==> config.mk <==
export PLATFORM = sky130hd
export DESIGN_NAME = e1_tx_overhead_source_select
export DESIGN_NICKNAME = d
export VERILOG_FILES = /design/src/e1_ovh_pkg.sv /design/src/e1_tx_overhead_source_select.sv
export SDC_FILE = /design/constraint.sdc
export NUM_CORES = 1
export LEC_CHECK = 0
export BUFFER_PORTS_ARGS = -buffer_cell sky130_fd_sc_hd__buf_2
export CORE_AREA = 2 2 149 93
export CTS_BUF_LIST = sky130_fd_sc_hd__clkbuf_2
export DETAILED_ROUTE_END_ITERATION = 10
export DIE_AREA = 0 0 151 95
export GPL_ROUTABILITY_DRIVEN = 0
export GPL_TIMING_DRIVEN = 0
export PLACE_DENSITY_LB_ADDON = 0.3
export SYNTH_ARGS = -nofsm -noshare
export SYNTH_HDL_FRONTEND = slang
export SYNTH_SLANG_ARGS = --single-unit
export TNS_END_PERCENT = 10
==> constraint.sdc <==
create_clock -name pclk -period 6.9 [get_ports pclk]
set_input_delay 1.38 -clock pclk [delete_from_list [all_inputs] [get_ports pclk]]
set_output_delay 1.38 -clock pclk [all_outputs]
set_load 0.05 [all_outputs]
==> src/e1_ovh_pkg.sv <==
// Constants, register map and carrier types for the E1 transmit overhead selector.
//
// What this block does
// - CRC-4 select 0: framer computes CRC-4 bits and inserts them itself.
// - CRC-4 select 1: CRC-4 bits are copied unchanged from the serial input.
// - CRC-4 select is ignored while CRC multiframe alignment is disabled.
// - Alignment select 0: FAS, multiframe and A bits generated internally; E bits follow the E-bit source field.
// - Alignment select 1: FAS, multiframe, E and A bits taken from serial input.
// - E-bit source field, bits 7-6, acts only while alignment is internal.
// - National enables for bits 8..4 sit at bits 7..3, same timeslot-0 position.
// - Enable 0 with serial source forces that national bit to one.
// - Enable 1 lets that national bit carry data link traffic.
// - Per-bit select inserts each national bit from serial input or register.
// - Data link uses a bit only if link source is 01 and select is serial.
// - Link source code 01 selects the transmit HDLC controller as data source.
package e1_ovh_pkg;

  // ----------------------------------------------------------------
  // Register indices (byte address is four times the index)
  // ----------------------------------------------------------------
  localparam logic [9:0] SYNC_MUX_IDX = 10'h109;
  localparam logic [9:0] TX_SIG_DL_IDX = 10'h10a;
  localparam logic [9:0] FRAMING_CTRL_IDX = 10'h10b;
  localparam logic [9:0] STATUS_IDX = 10'h10c;
  localparam logic [9:0] NAT_SELECT_IDX = 10'h130;
  localparam logic [9:0] NAT_VALUE_IDX = 10'h131;

  // Reset values
  localparam logic [7:0] SYNC_MUX_RST = 8'h00;
  localparam logic [7:0] TX_SIG_DL_RST = 8'h00;
  localparam logic [7:0] FRAMING_CTRL_RST = 8'h01;
  localparam logic [7:0] NAT_SELECT_RST = 8'h00;
  localparam logic [7:0] NAT_VALUE_RST = 8'hf8;

  // Field positions
  localparam int ALIGN_SRC_BIT = 0;
  localparam int CRC_SRC_BIT = 1;
  localparam int DL_SRC_LSB = 2;
  localparam int EBIT_SRC_LSB = 6;
  localparam int CRC_MF_EN_BIT = 0;
  localparam int NAT_LO_BIT = 3;
  localparam int NAT_HI_BIT = 7;

  // Source codes
  localparam logic [1:0] DL_SRC_HDLC = 2'h1;
  localparam logic [1:0] EBIT_SRC_SERIAL = 2'h1;

  // ----------------------------------------------------------------
  // Frame timing
  // ----------------------------------------------------------------
  localparam int CLK_PERIOD_NS = 100;
  localparam int BIT_PERIOD_NS = 488;
  localparam int BIT_DIV = (BIT_PERIOD_NS + CLK_PERIOD_NS - 1) / CLK_PERIOD_NS;
  localparam logic [2:0] BIT_DIV_LAST = 3'(BIT_DIV - 1);
  localparam logic [7:0] LAST_BIT_POS = 8'hff;
  localparam logic [3:0] LAST_FRAME = 4'hf;
  localparam logic [3:0] FIRST_EBIT_FRAME = 4'hc;
  localparam logic [7:0] FAS_WORD = 8'h1b;
  localparam logic [5:0] MFAS_WORD = 6'h0b;
  localparam logic [1:0] BUF_DEPTH = 2'h2;

  // ----------------------------------------------------------------
  // Carrier types
  // ----------------------------------------------------------------
  typedef struct packed {
    logic data;        // Outbound line bit
    logic frame_start; // First bit of a frame
    logic mf_start;    // First bit of a multiframe
  } line_word_t;

  typedef struct packed {
    logic [7:0] sync_mux;
    logic [7:0] tx_sig_dl;
    logic [7:0] framing_ctrl;
    logic [7:0] nat_select;
    logic [7:0] nat_value;
  } regs_t;

  typedef struct packed {
    regs_t regs;
    logic [31:0] prdata;
    logic ser_meta;
    logic ser_sync;
    logic [2:0] div_cnt;
    logic tick_pend;
    logic [7:0] bit_pos;
    logic [3:0] frame_num;
    logic [3:0] crc;
    logic [3:0] crc_hold;
    line_word_t word0;
    line_word_t word1;
    logic [1:0] count;
  } state_t;

endpackage

==> src/e1_tx_overhead_source_select.sv <==
// E1 transmit overhead source selector with APB registers and a two-entry output buffer.
//
// Design decision made here: the APB interface to the registers.
`timescale 1ns/1ps
`default_nettype none

module e1_tx_overhead_source_select (
  input wire logic pclk,                  // 10 MHz system clock
  input wire logic presetn,               // Async reset, active low
  input wire logic psel,                  // APB select
  input wire logic penable,               // APB access phase
  input wire logic pwrite,                // APB direction
  input wire logic [11:0] paddr,          // APB byte address
  input wire logic [31:0] pwdata,         // APB write data
  input wire logic [3:0] pstrb,           // APB byte strobes
  output logic [31:0] prdata,             // APB read data
  output logic pready,                    // APB ready
  output logic pslverr,                   // APB error on unmapped address
  input wire logic tx_serial_in,          // Serial input from terminal
  output logic [7:0] tx_bit_pos,          // Bit position now being framed
  output logic [3:0] tx_frame_num,        // Frame number in multiframe
  input wire logic hdlc_bit,              // Next data link bit from HDLC
  output logic hdlc_take,                 // HDLC bit consumed this cycle
  output logic out_valid,                 // Line word available
  input wire logic out_ready,             // Receiver accepts line word
  output e1_ovh_pkg::line_word_t out_word // Line word
);

  // ----------------------------------------------------------------
  // State and decode helpers
  // ----------------------------------------------------------------
  e1_ovh_pkg::state_t state;
  e1_ovh_pkg::state_t next_state;
  logic push;
  logic pop;
  logic comp_bit;
  logic is_nat;
  logic crc_ext;
  logic align_ext;
  logic crc_mf;
  logic [1:0] dl_src;
  logic [1:0] ebit_src;

  // Register hit for a word-aligned address
  function automatic logic hit(input logic [11:0] addr, input logic [9:0] idx);
    hit = (addr[11:2] == idx) && (addr[1:0] == 2'h0);
  endfunction

  // Any mapped register
  function automatic logic mapped(input logic [11:0] addr);
    mapped = hit(addr, e1_ovh_pkg::SYNC_MUX_IDX) || hit(addr, e1_ovh_pkg::TX_SIG_DL_IDX)
      || hit(addr, e1_ovh_pkg::FRAMING_CTRL_IDX) || hit(addr, e1_ovh_pkg::STATUS_IDX)
      || hit(addr, e1_ovh_pkg::NAT_SELECT_IDX) || hit(addr, e1_ovh_pkg::NAT_VALUE_IDX);
  endfunction

  // Field views of the control registers
  assign align_ext = state.regs.sync_mux[e1_ovh_pkg::ALIGN_SRC_BIT];
  assign crc_ext = state.regs.sync_mux[e1_ovh_pkg::CRC_SRC_BIT];
  assign dl_src = state.regs.sync_mux[e1_ovh_pkg::DL_SRC_LSB +: 2];
  assign ebit_src = state.regs.sync_mux[e1_ovh_pkg::EBIT_SRC_LSB +: 2];
  assign crc_mf = state.regs.framing_ctrl[e1_ovh_pkg::CRC_MF_EN_BIT];

  // ----------------------------------------------------------------
  // Line bit composition
  // ----------------------------------------------------------------
  // Serial sample is the synchronised pin; payload always follows it
  always_comb begin
    comp_bit = state.ser_sync;
    is_nat = 1'b0;
    if (state.bit_pos < 8'h08) begin
      if (!state.frame_num[0]) begin
        if (state.bit_pos == 8'h00) begin
          if (crc_mf) begin
            // Select bit only matters in multiframe mode
            comp_bit = crc_ext ? state.ser_sync
              : state.crc_hold[2'h3 - state.frame_num[2:1]];
          end else begin
            comp_bit = align_ext ? state.ser_sync : 1'b1;
          end
        end else begin
          comp_bit = align_ext ? state.ser_sync
            : e1_ovh_pkg::FAS_WORD[3'h7 - state.bit_pos[2:0]];
        end
      end else begin
        unique case (state.bit_pos[2:0])
          3'h0: begin
            if (align_ext || !crc_mf) begin
              comp_bit = align_ext ? state.ser_sync : 1'b1;
            end else if (state.frame_num >= e1_ovh_pkg::FIRST_EBIT_FRAME) begin
              // E-bit source field only consulted when generated internally
              comp_bit = (ebit_src == e1_ovh_pkg::EBIT_SRC_SERIAL) ? state.ser_sync
                : 1'b1;
            end else begin
              comp_bit = e1_ovh_pkg::MFAS_WORD[3'h5 - state.frame_num[3:1]];
            end
          end
          3'h1: comp_bit = align_ext ? state.ser_sync : 1'b1;
          3'h2: comp_bit = align_ext ? state.ser_sync : 1'b0;
          default: begin
            // National bits, enable and select share the bit index
            is_nat = 1'b1;
            if (state.regs.nat_select[state.bit_pos[2:0]]) begin
              comp_bit = state.regs.nat_value[state.bit_pos[2:0]];
            end else if (!state.regs.tx_sig_dl[state.bit_pos[2:0]]) begin
              comp_bit = 1'b1;
            end else if (dl_src == e1_ovh_pkg::DL_SRC_HDLC) begin
              comp_bit = hdlc_bit;
            end else begin
              comp_bit = state.ser_sync;
            end
          end
        endcase
      end
    end
  end

  // HDLC bit is consumed only when it actually reaches the line
  assign hdlc_take = push && is_nat && !state.regs.nat_select[state.bit_pos[2:0]]
    && state.regs.tx_sig_dl[state.bit_pos[2:0]] && (dl_src == e1_ovh_pkg::DL_SRC_HDLC);

  // ----------------------------------------------------------------
  // Buffer handshake
  // ----------------------------------------------------------------
  // A full buffer stalls the bit counter, so a slow receiver loses nothing
  assign pop = out_valid && out_ready;
  assign push = state.tick_pend && ((state.count < e1_ovh_pkg::BUF_DEPTH) || pop);
  assign out_valid = (state.count != 2'h0);
  assign out_word = state.word0;

  // ----------------------------------------------------------------
  // Next-state logic
  // ----------------------------------------------------------------
  always_comb begin
    next_state = state;
    // Two-stage synchroniser for the serial pin
    next_state.ser_meta = tx_serial_in;
    next_state.ser_sync = state.ser_meta;

    // Bit-rate divider holds while a bit waits for buffer space
    if (!state.tick_pend) begin
      if (state.div_cnt == e1_ovh_pkg::BIT_DIV_LAST) begin
        next_state.div_cnt = 3'h0;
        next_state.tick_pend = 1'b1;
      end else begin
        next_state.div_cnt = state.div_cnt + 3'h1;
      end
    end

    // Buffer pop then push
    if (pop) begin
      next_state.word0 = state.word1;
    end
    if (push) begin
      next_state.tick_pend = 1'b0;
      if (next_state.count == 2'h0 || (pop && state.count == 2'h1)) begin
        next_state.word0 = '{comp_bit, state.bit_pos == 8'h00,
          (state.bit_pos == 8'h00) && (state.frame_num == 4'h0)};
      end else begin
        next_state.word1 = '{comp_bit, state.bit_pos == 8'h00,
          (state.bit_pos == 8'h00) && (state.frame_num == 4'h0)};
      end
    end
    next_state.count = state.count + {1'b0, push} - {1'b0, pop};

    // Frame counters and CRC over the sent bits, C-bit slots taken as zero
    if (push) begin
      next_state.bit_pos = state.bit_pos + 8'h01;
      next_state.crc = {state.crc[2:0], 1'b0}
        ^ ((state.crc[3] ^ (comp_bit && !(state.bit_pos == 8'h00 && !state.frame_num[0])))
        ? 4'h3 : 4'h0);
      if (state.bit_pos == e1_ovh_pkg::LAST_BIT_POS) begin
        next_state.frame_num = state.frame_num + 4'h1;
        if (state.frame_num[2:0] == 3'h7) begin
          // Remainder of one sub-multiframe goes into the next one
          next_state.crc_hold = next_state.crc;
          next_state.crc = 4'h0;
        end
      end
    end

    // APB read data captured in the setup phase, answered at access
    if (psel && !penable && !pwrite) begin
      next_state.prdata = 32'h0;
      if (hit(paddr, e1_ovh_pkg::SYNC_MUX_IDX)) begin
        next_state.prdata[7:0] = state.regs.sync_mux;
      end
      if (hit(paddr, e1_ovh_pkg::TX_SIG_DL_IDX)) begin
        next_state.prdata[7:0] = state.regs.tx_sig_dl;
      end
      if (hit(paddr, e1_ovh_pkg::FRAMING_CTRL_IDX)) begin
        next_state.prdata[7:0] = state.regs.framing_ctrl;
      end
      if (hit(paddr, e1_ovh_pkg::NAT_SELECT_IDX)) begin
        next_state.prdata[7:0] = state.regs.nat_select;
      end
      if (hit(paddr, e1_ovh_pkg::NAT_VALUE_IDX)) begin
        next_state.prdata[7:0] = state.regs.nat_value;
      end
      if (hit(paddr, e1_ovh_pkg::STATUS_IDX)) begin
        next_state.prdata[17:0] = {state.count, state.frame_num, state.crc_hold,
          state.bit_pos};
      end
    end

    // APB writes land on the access edge, low byte lane only
    if (psel && penable && pwrite && pstrb[0]) begin
      if (hit(paddr, e1_ovh_pkg::SYNC_MUX_IDX)) begin
        next_state.regs.sync_mux = pwdata[7:0];
      end
      if (hit(paddr, e1_ovh_pkg::TX_SIG_DL_IDX)) begin
        next_state.regs.tx_sig_dl = pwdata[7:0];
      end
      if (hit(paddr, e1_ovh_pkg::FRAMING_CTRL_IDX)) begin
        next_state.regs.framing_ctrl = {7'h00, pwdata[0]};
      end
      if (hit(paddr, e1_ovh_pkg::NAT_SELECT_IDX)) begin
        next_state.regs.nat_select = {pwdata[7:3], 3'h0};
      end
      if (hit(paddr, e1_ovh_pkg::NAT_VALUE_IDX)) begin
        next_state.regs.nat_value = {pwdata[7:3], 3'h0};
      end
    end
  end

  // ----------------------------------------------------------------
  // State register
  // ----------------------------------------------------------------
  always_ff @(posedge pclk or negedge presetn) begin
    if (!presetn) begin
      state <= '0;
      state.regs.sync_mux <= e1_ovh_pkg::SYNC_MUX_RST;
      state.regs.tx_sig_dl <= e1_ovh_pkg::TX_SIG_DL_RST;
      state.regs.framing_ctrl <= e1_ovh_pkg::FRAMING_CTRL_RST;
      state.regs.nat_select <= e1_ovh_pkg::NAT_SELECT_RST;
      state.regs.nat_value <= e1_ovh_pkg::NAT_VALUE_RST;
    end else begin
      state <= next_state;
    end
  end

  // Outputs; zero wait state, so the bus never stalls
  assign prdata = state.prdata;
  assign pready = 1'b1;
  assign pslverr = psel && penable && !mapped(paddr);
  assign tx_bit_pos = state.bit_pos;
  assign tx_frame_num = state.frame_num;

  // ----------------------------------------------------------------
  // Assertions
  // ----------------------------------------------------------------
  property p_crc_internal;
    @(posedge pclk) disable iff (!presetn)
    push && crc_mf && !crc_ext && !state.frame_num[0] && state.bit_pos == 8'h00
      |-> ##1 state.word0.data == $past(state.crc_hold[2'h3 - state.frame_num[2:1]])
        || state.count == 2'h2;
  endproperty
  a_crc_internal: assert property (p_crc_internal)
    else $error("internal CRC bit wrong");

  property p_crc_external;
    @(posedge pclk) disable iff (!presetn)
    push && crc_mf && crc_ext && !state.frame_num[0] && state.bit_pos == 8'h00
      |-> comp_bit == state.ser_sync;
  endproperty
  a_crc_external: assert property (p_crc_external)
    else $error("external CRC bit not copied");

  property p_crc_ignored;
    @(posedge pclk) disable iff (!presetn)
    push && !crc_mf && !align_ext && state.bit_pos == 8'h00 |-> comp_bit;
  endproperty
  a_crc_ignored: assert property (p_crc_ignored)
    else $error("CRC select used without multiframe");

  property p_fas_internal;
    @(posedge pclk) disable iff (!presetn)
    push && !align_ext && !state.frame_num[0] && state.bit_pos == 8'h01
      |-> !comp_bit ##1 (state.bit_pos == 8'h02);
  endproperty
  a_fas_internal: assert property (p_fas_internal)
    else $error("FAS pattern wrong");

  property p_align_external;
    @(posedge pclk) disable iff (!presetn)
    push && align_ext && state.bit_pos != 8'h00 && state.bit_pos < 8'h03
      |-> comp_bit == state.ser_sync;
  endproperty
  a_align_external: assert property (p_align_external)
    else $error("alignment bit not from serial input");

  property p_ebit_source;
    @(posedge pclk) disable iff (!presetn)
    push && state.frame_num[0] && state.bit_pos == 8'h00 && crc_mf && !align_ext
      && state.frame_num >= e1_ovh_pkg::FIRST_EBIT_FRAME && ebit_src != e1_ovh_pkg::EBIT_SRC_SERIAL
      |-> comp_bit;
  endproperty
  a_ebit_source: assert property (p_ebit_source)
    else $error("E bit not generated internally");

  property p_nat_forced;
    @(posedge pclk) disable iff (!presetn)
    push && is_nat && !state.regs.nat_select[state.bit_pos[2:0]]
      && !state.regs.tx_sig_dl[state.bit_pos[2:0]] |-> comp_bit && !hdlc_take;
  endproperty
  a_nat_forced: assert property (p_nat_forced)
    else $error("disabled national bit not forced high");

  property p_nat_datalink;
    @(posedge pclk) disable iff (!presetn)
    push && is_nat && state.regs.tx_sig_dl[state.bit_pos[2:0]]
      && !state.regs.nat_select[state.bit_pos[2:0]] && dl_src == e1_ovh_pkg::DL_SRC_HDLC
      |-> hdlc_take && comp_bit == hdlc_bit;
  endproperty
  a_nat_datalink: assert property (p_nat_datalink)
    else $error("data link bit not inserted");

  property p_nat_register;
    @(posedge pclk) disable iff (!presetn)
    push && is_nat && state.regs.nat_select[state.bit_pos[2:0]]
      |-> comp_bit == state.regs.nat_value[state.bit_pos[2:0]] && !hdlc_take;
  endproperty
  a_nat_register: assert property (p_nat_register)
    else $error("register national bit wrong");

  property p_buffer_hold;
    @(posedge pclk) disable iff (!presetn)
    out_valid && !out_ready |=> out_valid && $stable(out_word);
  endproperty
  a_buffer_hold: assert property (p_buffer_hold)
    else $error("buffered word lost under stall");

  // Only link source code 01 may draw bits from the HDLC side
  property p_link_source;
    @(posedge pclk) disable iff (!presetn)
    push && is_nat && dl_src != e1_ovh_pkg::DL_SRC_HDLC |-> !hdlc_take;
  endproperty
  a_link_source: assert property (p_link_source)
    else $error("data link bit taken from wrong source");

  // A full, stalled buffer freezes framing, so no bit is skipped
  property p_stall_hold;
    @(posedge pclk) disable iff (!presetn)
    state.count == 2'h2 && !out_ready |=> $stable(state.bit_pos) && state.count == 2'h2;
  endproperty
  a_stall_hold: assert property (p_stall_hold)
    else $error("framing advanced while buffer full");

endmodule // e1_tx_overhead_source_select

`default_nettype wire

After elaboration in Yosys (flattened, before gate mapping)
Memories as Yosys holds them, arrays and structs flattened.
Cells that the tools add are included.

operators by class
  bitwise logic cells = 3
  muxes and demuxes = 45
  reductions and logical operators = 52
  add/subtract/negate cells = 8
  eq/ne operators = 14
  magnitude comparators = 7

operators by type and width
  operator               count
  $eq A10 B9 Y1 const B  6
  $mux W8                7
  $mux W1                26
  $logic_and A1 B1 Y1    22
  $mux W18               1
  $reduce_and A2 Y1      7
  $lt A3 B4 Y1 const B   3
  $mux W3                4
  $bmux W1 S3            3
  $add A8 B1 Y8 const B  1
  $eq A8 B8 Y1 const B   1
  $logic_not A8 Y1       1
  $logic_or A1 B1 Y1     8
  $lt A8 B4 Y1 const B   1
  $logic_not A1 Y1       7
  $eq A2 B1 Y1 const B   3
  $eq A3 B3 Y1 const B   2
  $mux W6                1
  $sub A3 B3 Y3 const A  2
  $add A4 B1 Y4 const B  1
  $ge A4 B4 Y1 const B   1
  $logic_not A2 Y1       2
  $logic_not A4 Y1       1
  $xor A4 B2 Y4          1
  17 further kinds       17

storage, ports and cells
  memories = 2
  bits in registers = 79
  input port bits = 56
  memory bits (read-only) = 16
  output and inout bits = 51

memory list
  name              depth  bits a word  read ports  clocked after memory_dff  wr ports  line                                text
  (name not given)  8      1            1           0                         0         e1_tx_overhead_source_select.sv:94  comp_bit = e1_ovh_pkg::MFAS_WORD[3'h5 - state.frame_num[3:1]];
  (name not given)  8      1            1           0                         0         e1_tx_overhead_source_select.sv:82  : e1_ovh_pkg::FAS_WORD[3'h7 - state.bit_pos[2:0]];

Depth between registers and ports, before layout
  depth after elaboration = 14
  depth in mapped cells = 10

Least setup slack after synthesis
Ideal clock, no wire load.

  path kind = input -> output
  from = input out_ready
  to = output hdlc_take
  stages on the path = 4
  buffers on the path = 1
  data arrival time = 3.309 ns
  slack = 2.211 ns
  cell sequence = o21a_1 -> clkbuf_1 -> nand3_1 -> nor4_1

on the way
  longest elaborated chain between the ends = 7

ends and longest elaborated chain
  item                              line                                 text
  from (decl)                       e1_tx_overhead_source_select.sv:25   input wire logic out_ready,
  $logic_and A1 B1 Y1               e1_tx_overhead_source_select.sv:125  assign pop = out_valid && out_ready;
  $logic_or A1 B1 Y1                e1_tx_overhead_source_select.sv:126  assign push = state.tick_pend && ((state.count < e1_ovh_pkg::BUF_DEPTH) || pop);
  $logic_and A1 B1 Y1               e1_tx_overhead_source_select.sv:126
  $logic_and A1 B1 Y1 (2 in a row)  e1_tx_overhead_source_select.sv:118  assign hdlc_take = push && is_nat && !state.regs.nat_select[state.bit_pos[2:0]]
  $logic_and A1 B1 Y1 (2 in a row)  e1_tx_overhead_source_select.sv:119  && state.regs.tx_sig_dl[state.bit_pos[2:0]] && (dl_src == e1_ovh_pkg::DL_SRC_HDLC);
  to (decl)                         e1_tx_overhead_source_select.sv:23   output logic hdlc_take,

No other way between the ends.

Worst setup path in the final report
  from = input paddr[9]
  to = output pslverr

on the way
  longest elaborated chain between the ends = 9
  elaborated cells on any way between the ends = 19

ends and longest elaborated chain
  item                             line                                 text
  from (decl)                      e1_tx_overhead_source_select.sv:13   input wire logic [11:0] paddr,
  $eq A10 B9 Y1                    e1_tx_overhead_source_select.sv:46   hit = (addr[11:2] == idx) && (addr[1:0] == 2'h0);
  $logic_and A1 B1 Y1              e1_tx_overhead_source_select.sv:46
  $logic_or A1 B1 Y1               e1_tx_overhead_source_select.sv:51   mapped = hit(addr, e1_ovh_pkg::SYNC_MUX_IDX) || hit(addr, e1_ovh_pkg::TX_SIG_DL_IDX)
  $logic_or A1 B1 Y1 (2 in a row)  e1_tx_overhead_source_select.sv:52   || hit(addr, e1_ovh_pkg::FRAMING_CTRL_IDX) || hit(addr, e1_ovh_pkg::STATUS_IDX)
  $logic_or A1 B1 Y1               e1_tx_overhead_source_select.sv:53   || hit(addr, e1_ovh_pkg::NAT_SELECT_IDX) || hit(addr, e1_ovh_pkg::NAT_VALUE_IDX);
  $logic_or A1 B1 Y1 *             e1_tx_overhead_source_select.sv:53
  $logic_not A1 Y1 *               e1_tx_overhead_source_select.sv:244  assign pslverr = psel && penable && !mapped(paddr);
  $logic_and A1 B1 Y1 *            e1_tx_overhead_source_select.sv:244
  to (decl)                        e1_tx_overhead_source_select.sv:18   output logic pslverr,

Mark *: on every way between the ends. The rest lies on a longest branch, timed or not.

==> impl_metrics.py <==
metrics = {
    "floorplan": {
        "fp.dieH_um": 95,
        "die_w_um": 151,
        "start_util_pct": 33.85,
        "std_cell_rows": 33,
        "dieArea_mm2": 0.01435,
        "coreArea_mm2": 0.01313,
        "ios": 107,
    },
    "global_routing": {
        "grt_remaining_overflow": 0,
        "grt_util_all_layers_pct": 16.18,
        "antenna_found_initial": 0,
        "grt_pass1_wl_um": 17560,
        "grt_pass1_vias": 3239,
        "grt_start_max_net_pins": 73,
    },
    "layout": {
        "drive_gt1_share_pct": 36.58,
        "finalNonFillerCells": 689,
        "syn2layout_area_growth_pct": 15.91,
        "fin_nets": 578,
        "fillers": 1307,
        "diodes": 0,
    },
    "power": {
        "p_leak_uw": 0.002555,
        "peakVddDrop_v": 0.0001599,
        "power_density_mw_per_mm2": 267.3,
        "p_total_uw": 1377,
    },
    "clocking": {
        "cts_tree": "yes",
        "cts_made_buffers": 9,
        "clkSinkCount": 79,
        "cts-resized-gates": 0,
        "max-clock-path-buffers": 2,
        "cts_hold_buf": 0,
        "clk_latency_ns": 0.54,
        "htree_levels": 3,
        "cts_setup_buffers": 0,
        "clkTransAtPathRegs_ns": 0.18,
        "cts-root-buf": "clkbuf_2",
    },
    "worst_setup_path": {
        "cp_top_family": "simple AND/OR/NAND/NOR gates",
        "slowest_delay_ns": 0.51,
        "reg2reg_from": "tx_bit_pos[1]",
        "critPathKind": "primary input to output pin",
        "crit_top_cell": "buf_2",
        "path_buf_inv": 2,
        "rr_worst_depth": 10,
        "crit_required_ns": 5.52,
        "slowest_stage": "nor4_1",
        "crit_path_end_kind": "output pin",
        "r2r_end": "state[9]",
        "crit_fanout": 5,
        "worstSetupStartpointType": "primary input",
        "r2r_slack_ns": 3.80,
        "cp.arrival_ns": 3.24,
        "crit_chain": "buf_2 -> nor4_1 -> nand3_1 -> nor3_1 -> o21ai_0 -> nand4_1 -> nor2_1 -> buf_2",
    },
    "timing": {
        "setup_viol": 0,
        "clock-skew-final_ns": 0.04019,
        "finalCriticalPeriod_ns": 4.616,
        "maxSlewViolCount": 0,
        "worst_slew_pin_slew_ns": 1.388,
        "rsz0062_at_grt": "no",
        "whs_ns": 0.3800,
        "maxSlewHeadroom_pct": 6.611,
        "tns_ns": 0,
        "clock.fmax_mhz": 216.6,
        "fin_crit_sh_pct": 66.90,
        "final-hold-violation-count": 0,
    },
    "synthesis": {
        "synth_cells": 421,
        "yosysUniqueCellTypes": 59,
        "synth-seq-cells": 79,
        "yosysTopAreaCell": "dfrtp_1",
        "syn_area_mm2": 0.004444,
        "yosys-top-cells-area": "dfrtp_1 41%, mux2_2 9.9%, buf_4 8.1%",
        "synth-edff-count": 0,
        "yosys_warnings": 0,
        "synth_top_area_share_pct": 41.10,
        "avgSynthCellArea_um2": 10.56,
        "ys.flop_type": "dfrtp_1",
        "synth-seq-area-share_pct": 44.65,
        "synth-async-reset-ratio_pct": 100.0,
    },
    "routing": {
        "post_drt_wl_per_cell_um": 15.82,
        "wirelength_um": 10900,
        "drt_iter0_drc": 254,
        "dr.pass1.iters": 4,
        "vias_per_cell": 4.877,
        "drc": 0,
        "via_count": 3360,
        "ant_nets": 0,
    },
    "job": {
        "cap_viol_max_count": 0,
    },
    "min_path": {
        "hold_depth": 0,
        "hold_end": "state[32]",
        "holdCritStartpoint": "next_state[32]",
        "hp-class": "register to register",
    },
    "placed_design": {
        "placed_cells_incl_taps": 673,
        "io_buffers": 63,
        "hpwl_um": 8298,
    },
    "run_status": {
        "status": "completed",
    },
}
-- final cells by class --
| class | count | area [µm²] | area share, % |
|---|---|---|---|
| buffer | 65 | 441.7 | 8.574 |
| clock buffer | 11 | 55.05 | 1.069 |
| clock inverter | 5 | 33.78 | 0.6558 |
| inverter | 16 | 60.06 | 1.166 |
| multi-input combinational | 274 | 2012 | 39.06 |
| sequential | 79 | 1984 | 38.52 |
| tap | 175 | 219.0 | 4.251 |
| timing repair buffer | 64 | 345.3 | 6.704 |
-- kinds of logic (layout without fill, tap and decap cells) --
family / count (synthesis) / count (layout) / share of synthesized area, %
adder cells (fa/ha/maj): 13 / 13 / 3.660
flip-flops: 79 / 79 / 44.65
AND/OR/NAND/NOR: 112 / 112 / 12.70
buffers and inverters: 81 / 161 / 11.29
other: 2 / 15 / 0.1690
AO/OA/AOI/OAI: 70 / 70 / 11.12
multiplexers: 50 / 50 / 13.65
XOR/XNOR: 14 / 14 / 2.759
-- how the worst max path moves through the flow --
stage | from | depth (start not counted) | slack, ns | endpoint
2_1_floorplan | out_ready | 4 | 2.21 | hdlc_take
3_3_place_gp | paddr[9] | 8 | 2.38 | pslverr
3_5_place_dp | paddr[9] | 8 | 2.30 | pslverr
4_1_cts | paddr[9] | 8 | 2.29 | pslverr
5_1_grt | paddr[9] | 8 | 1.98 | pslverr
6_report | paddr[9] | 8 | 2.28 | pslverr
-- synthesized netlist by cell type (5+ instances only) --
| library cell | n |
|---|---|
| nand2_1 | 43 |
| a21oi_1 | 7 |
| a22oi_1 | 5 |
| inv_1 | 15 |
| dfrtp_1 | 73 |
| xnor2_1 | 12 |
| clkbuf_1 | 13 |
| nand3_1 | 6 |
| buf_4 | 48 |
| nand2b_1 | 5 |
| nor3_1 | 5 |
| o21ai_0 | 14 |
| a21o_1 | 8 |
| o31ai_1 | 5 |
| a311oi_1 | 5 |
| o22ai_1 | 7 |
| ha_1 | 13 |
| mux2_2 | 39 |
| nand4_1 | 5 |
| mux2i_1 | 7 |
| nor2_1 | 19 |
| dfstp_2 | 6 |
-- state kept, by name, summed over array words and instances (netlist names) --
register and cells:
state 38, prdata 18, tx_bit_pos 8, tx_frame_num 4
out_word 3, dl_src 2, ebit_src 2, align_ext 1
crc_ext 1, crc_mf 1, next_state 1
-- stage by stage --
step           area (µm²)  utilization [%]  setup slack, ns
6_report             5151            39.23            2.284
5_1_grt              5151            39.23            1.979
4_1_cts              5146            39.19            2.295
3_5_place_dp         5057            38.52            2.296
3_3_place_gp         5027            38.29            2.380
2_1_floorplan        4493                -            2.211
-- where the power goes --
group	switching (µW)	total, µW	internal [µW]
combinational	356	573	217
clock	167	217	50.2
sequential	63.7	587	523
total	587	1380	790
-- worst reg2reg max path: stages, from the launching register on --
cell,delay (ns)
dfrtp_1,0.50
buf_2,0.31
inv_1,0.17
ha_1,0.25
nor3_1,0.34
or3b_2,0.48
o211ai_1,0.11
a211oi_2,0.11
o31ai_2,0.28
xnor2_1,0.16
mux2_2,0.27
-- cells in the final DEF, fill, tap and decap left out, drive strengths merged, types with 6 or more instances in the layout --
| cell | netlist | routed |
|---|---|---|
| mux2 | 39 | 39 |
| nor2 | 20 | 20 |
| conb | 2 | 15 |
| xnor2 | 12 | 12 |
| dfstp | 6 | 6 |
| buf | 52 | 116 |
| o31ai | 6 | 6 |
| o21ai | 14 | 14 |
| mux2i | 7 | 7 |
| ha | 13 | 13 |
| nand2 | 43 | 43 |
| o22ai | 7 | 7 |
| nand3 | 6 | 6 |
| a21oi | 7 | 7 |
| clkbuf | 13 | 24 |
| a21o | 8 | 8 |
| dfrtp | 73 | 73 |
| inv | 15 | 16 |
-- metal layers --
metal	vias to the layer above	GRT usage [%]	wire, µm
li1	1598	-	-
met1	1642	25.55	5806
met2	109	21.06	4173
met3	11	4.493	784
met4	0	4.439	133
met5	-	0	0
Note: power is estimated with default switching activity, not from simulation.
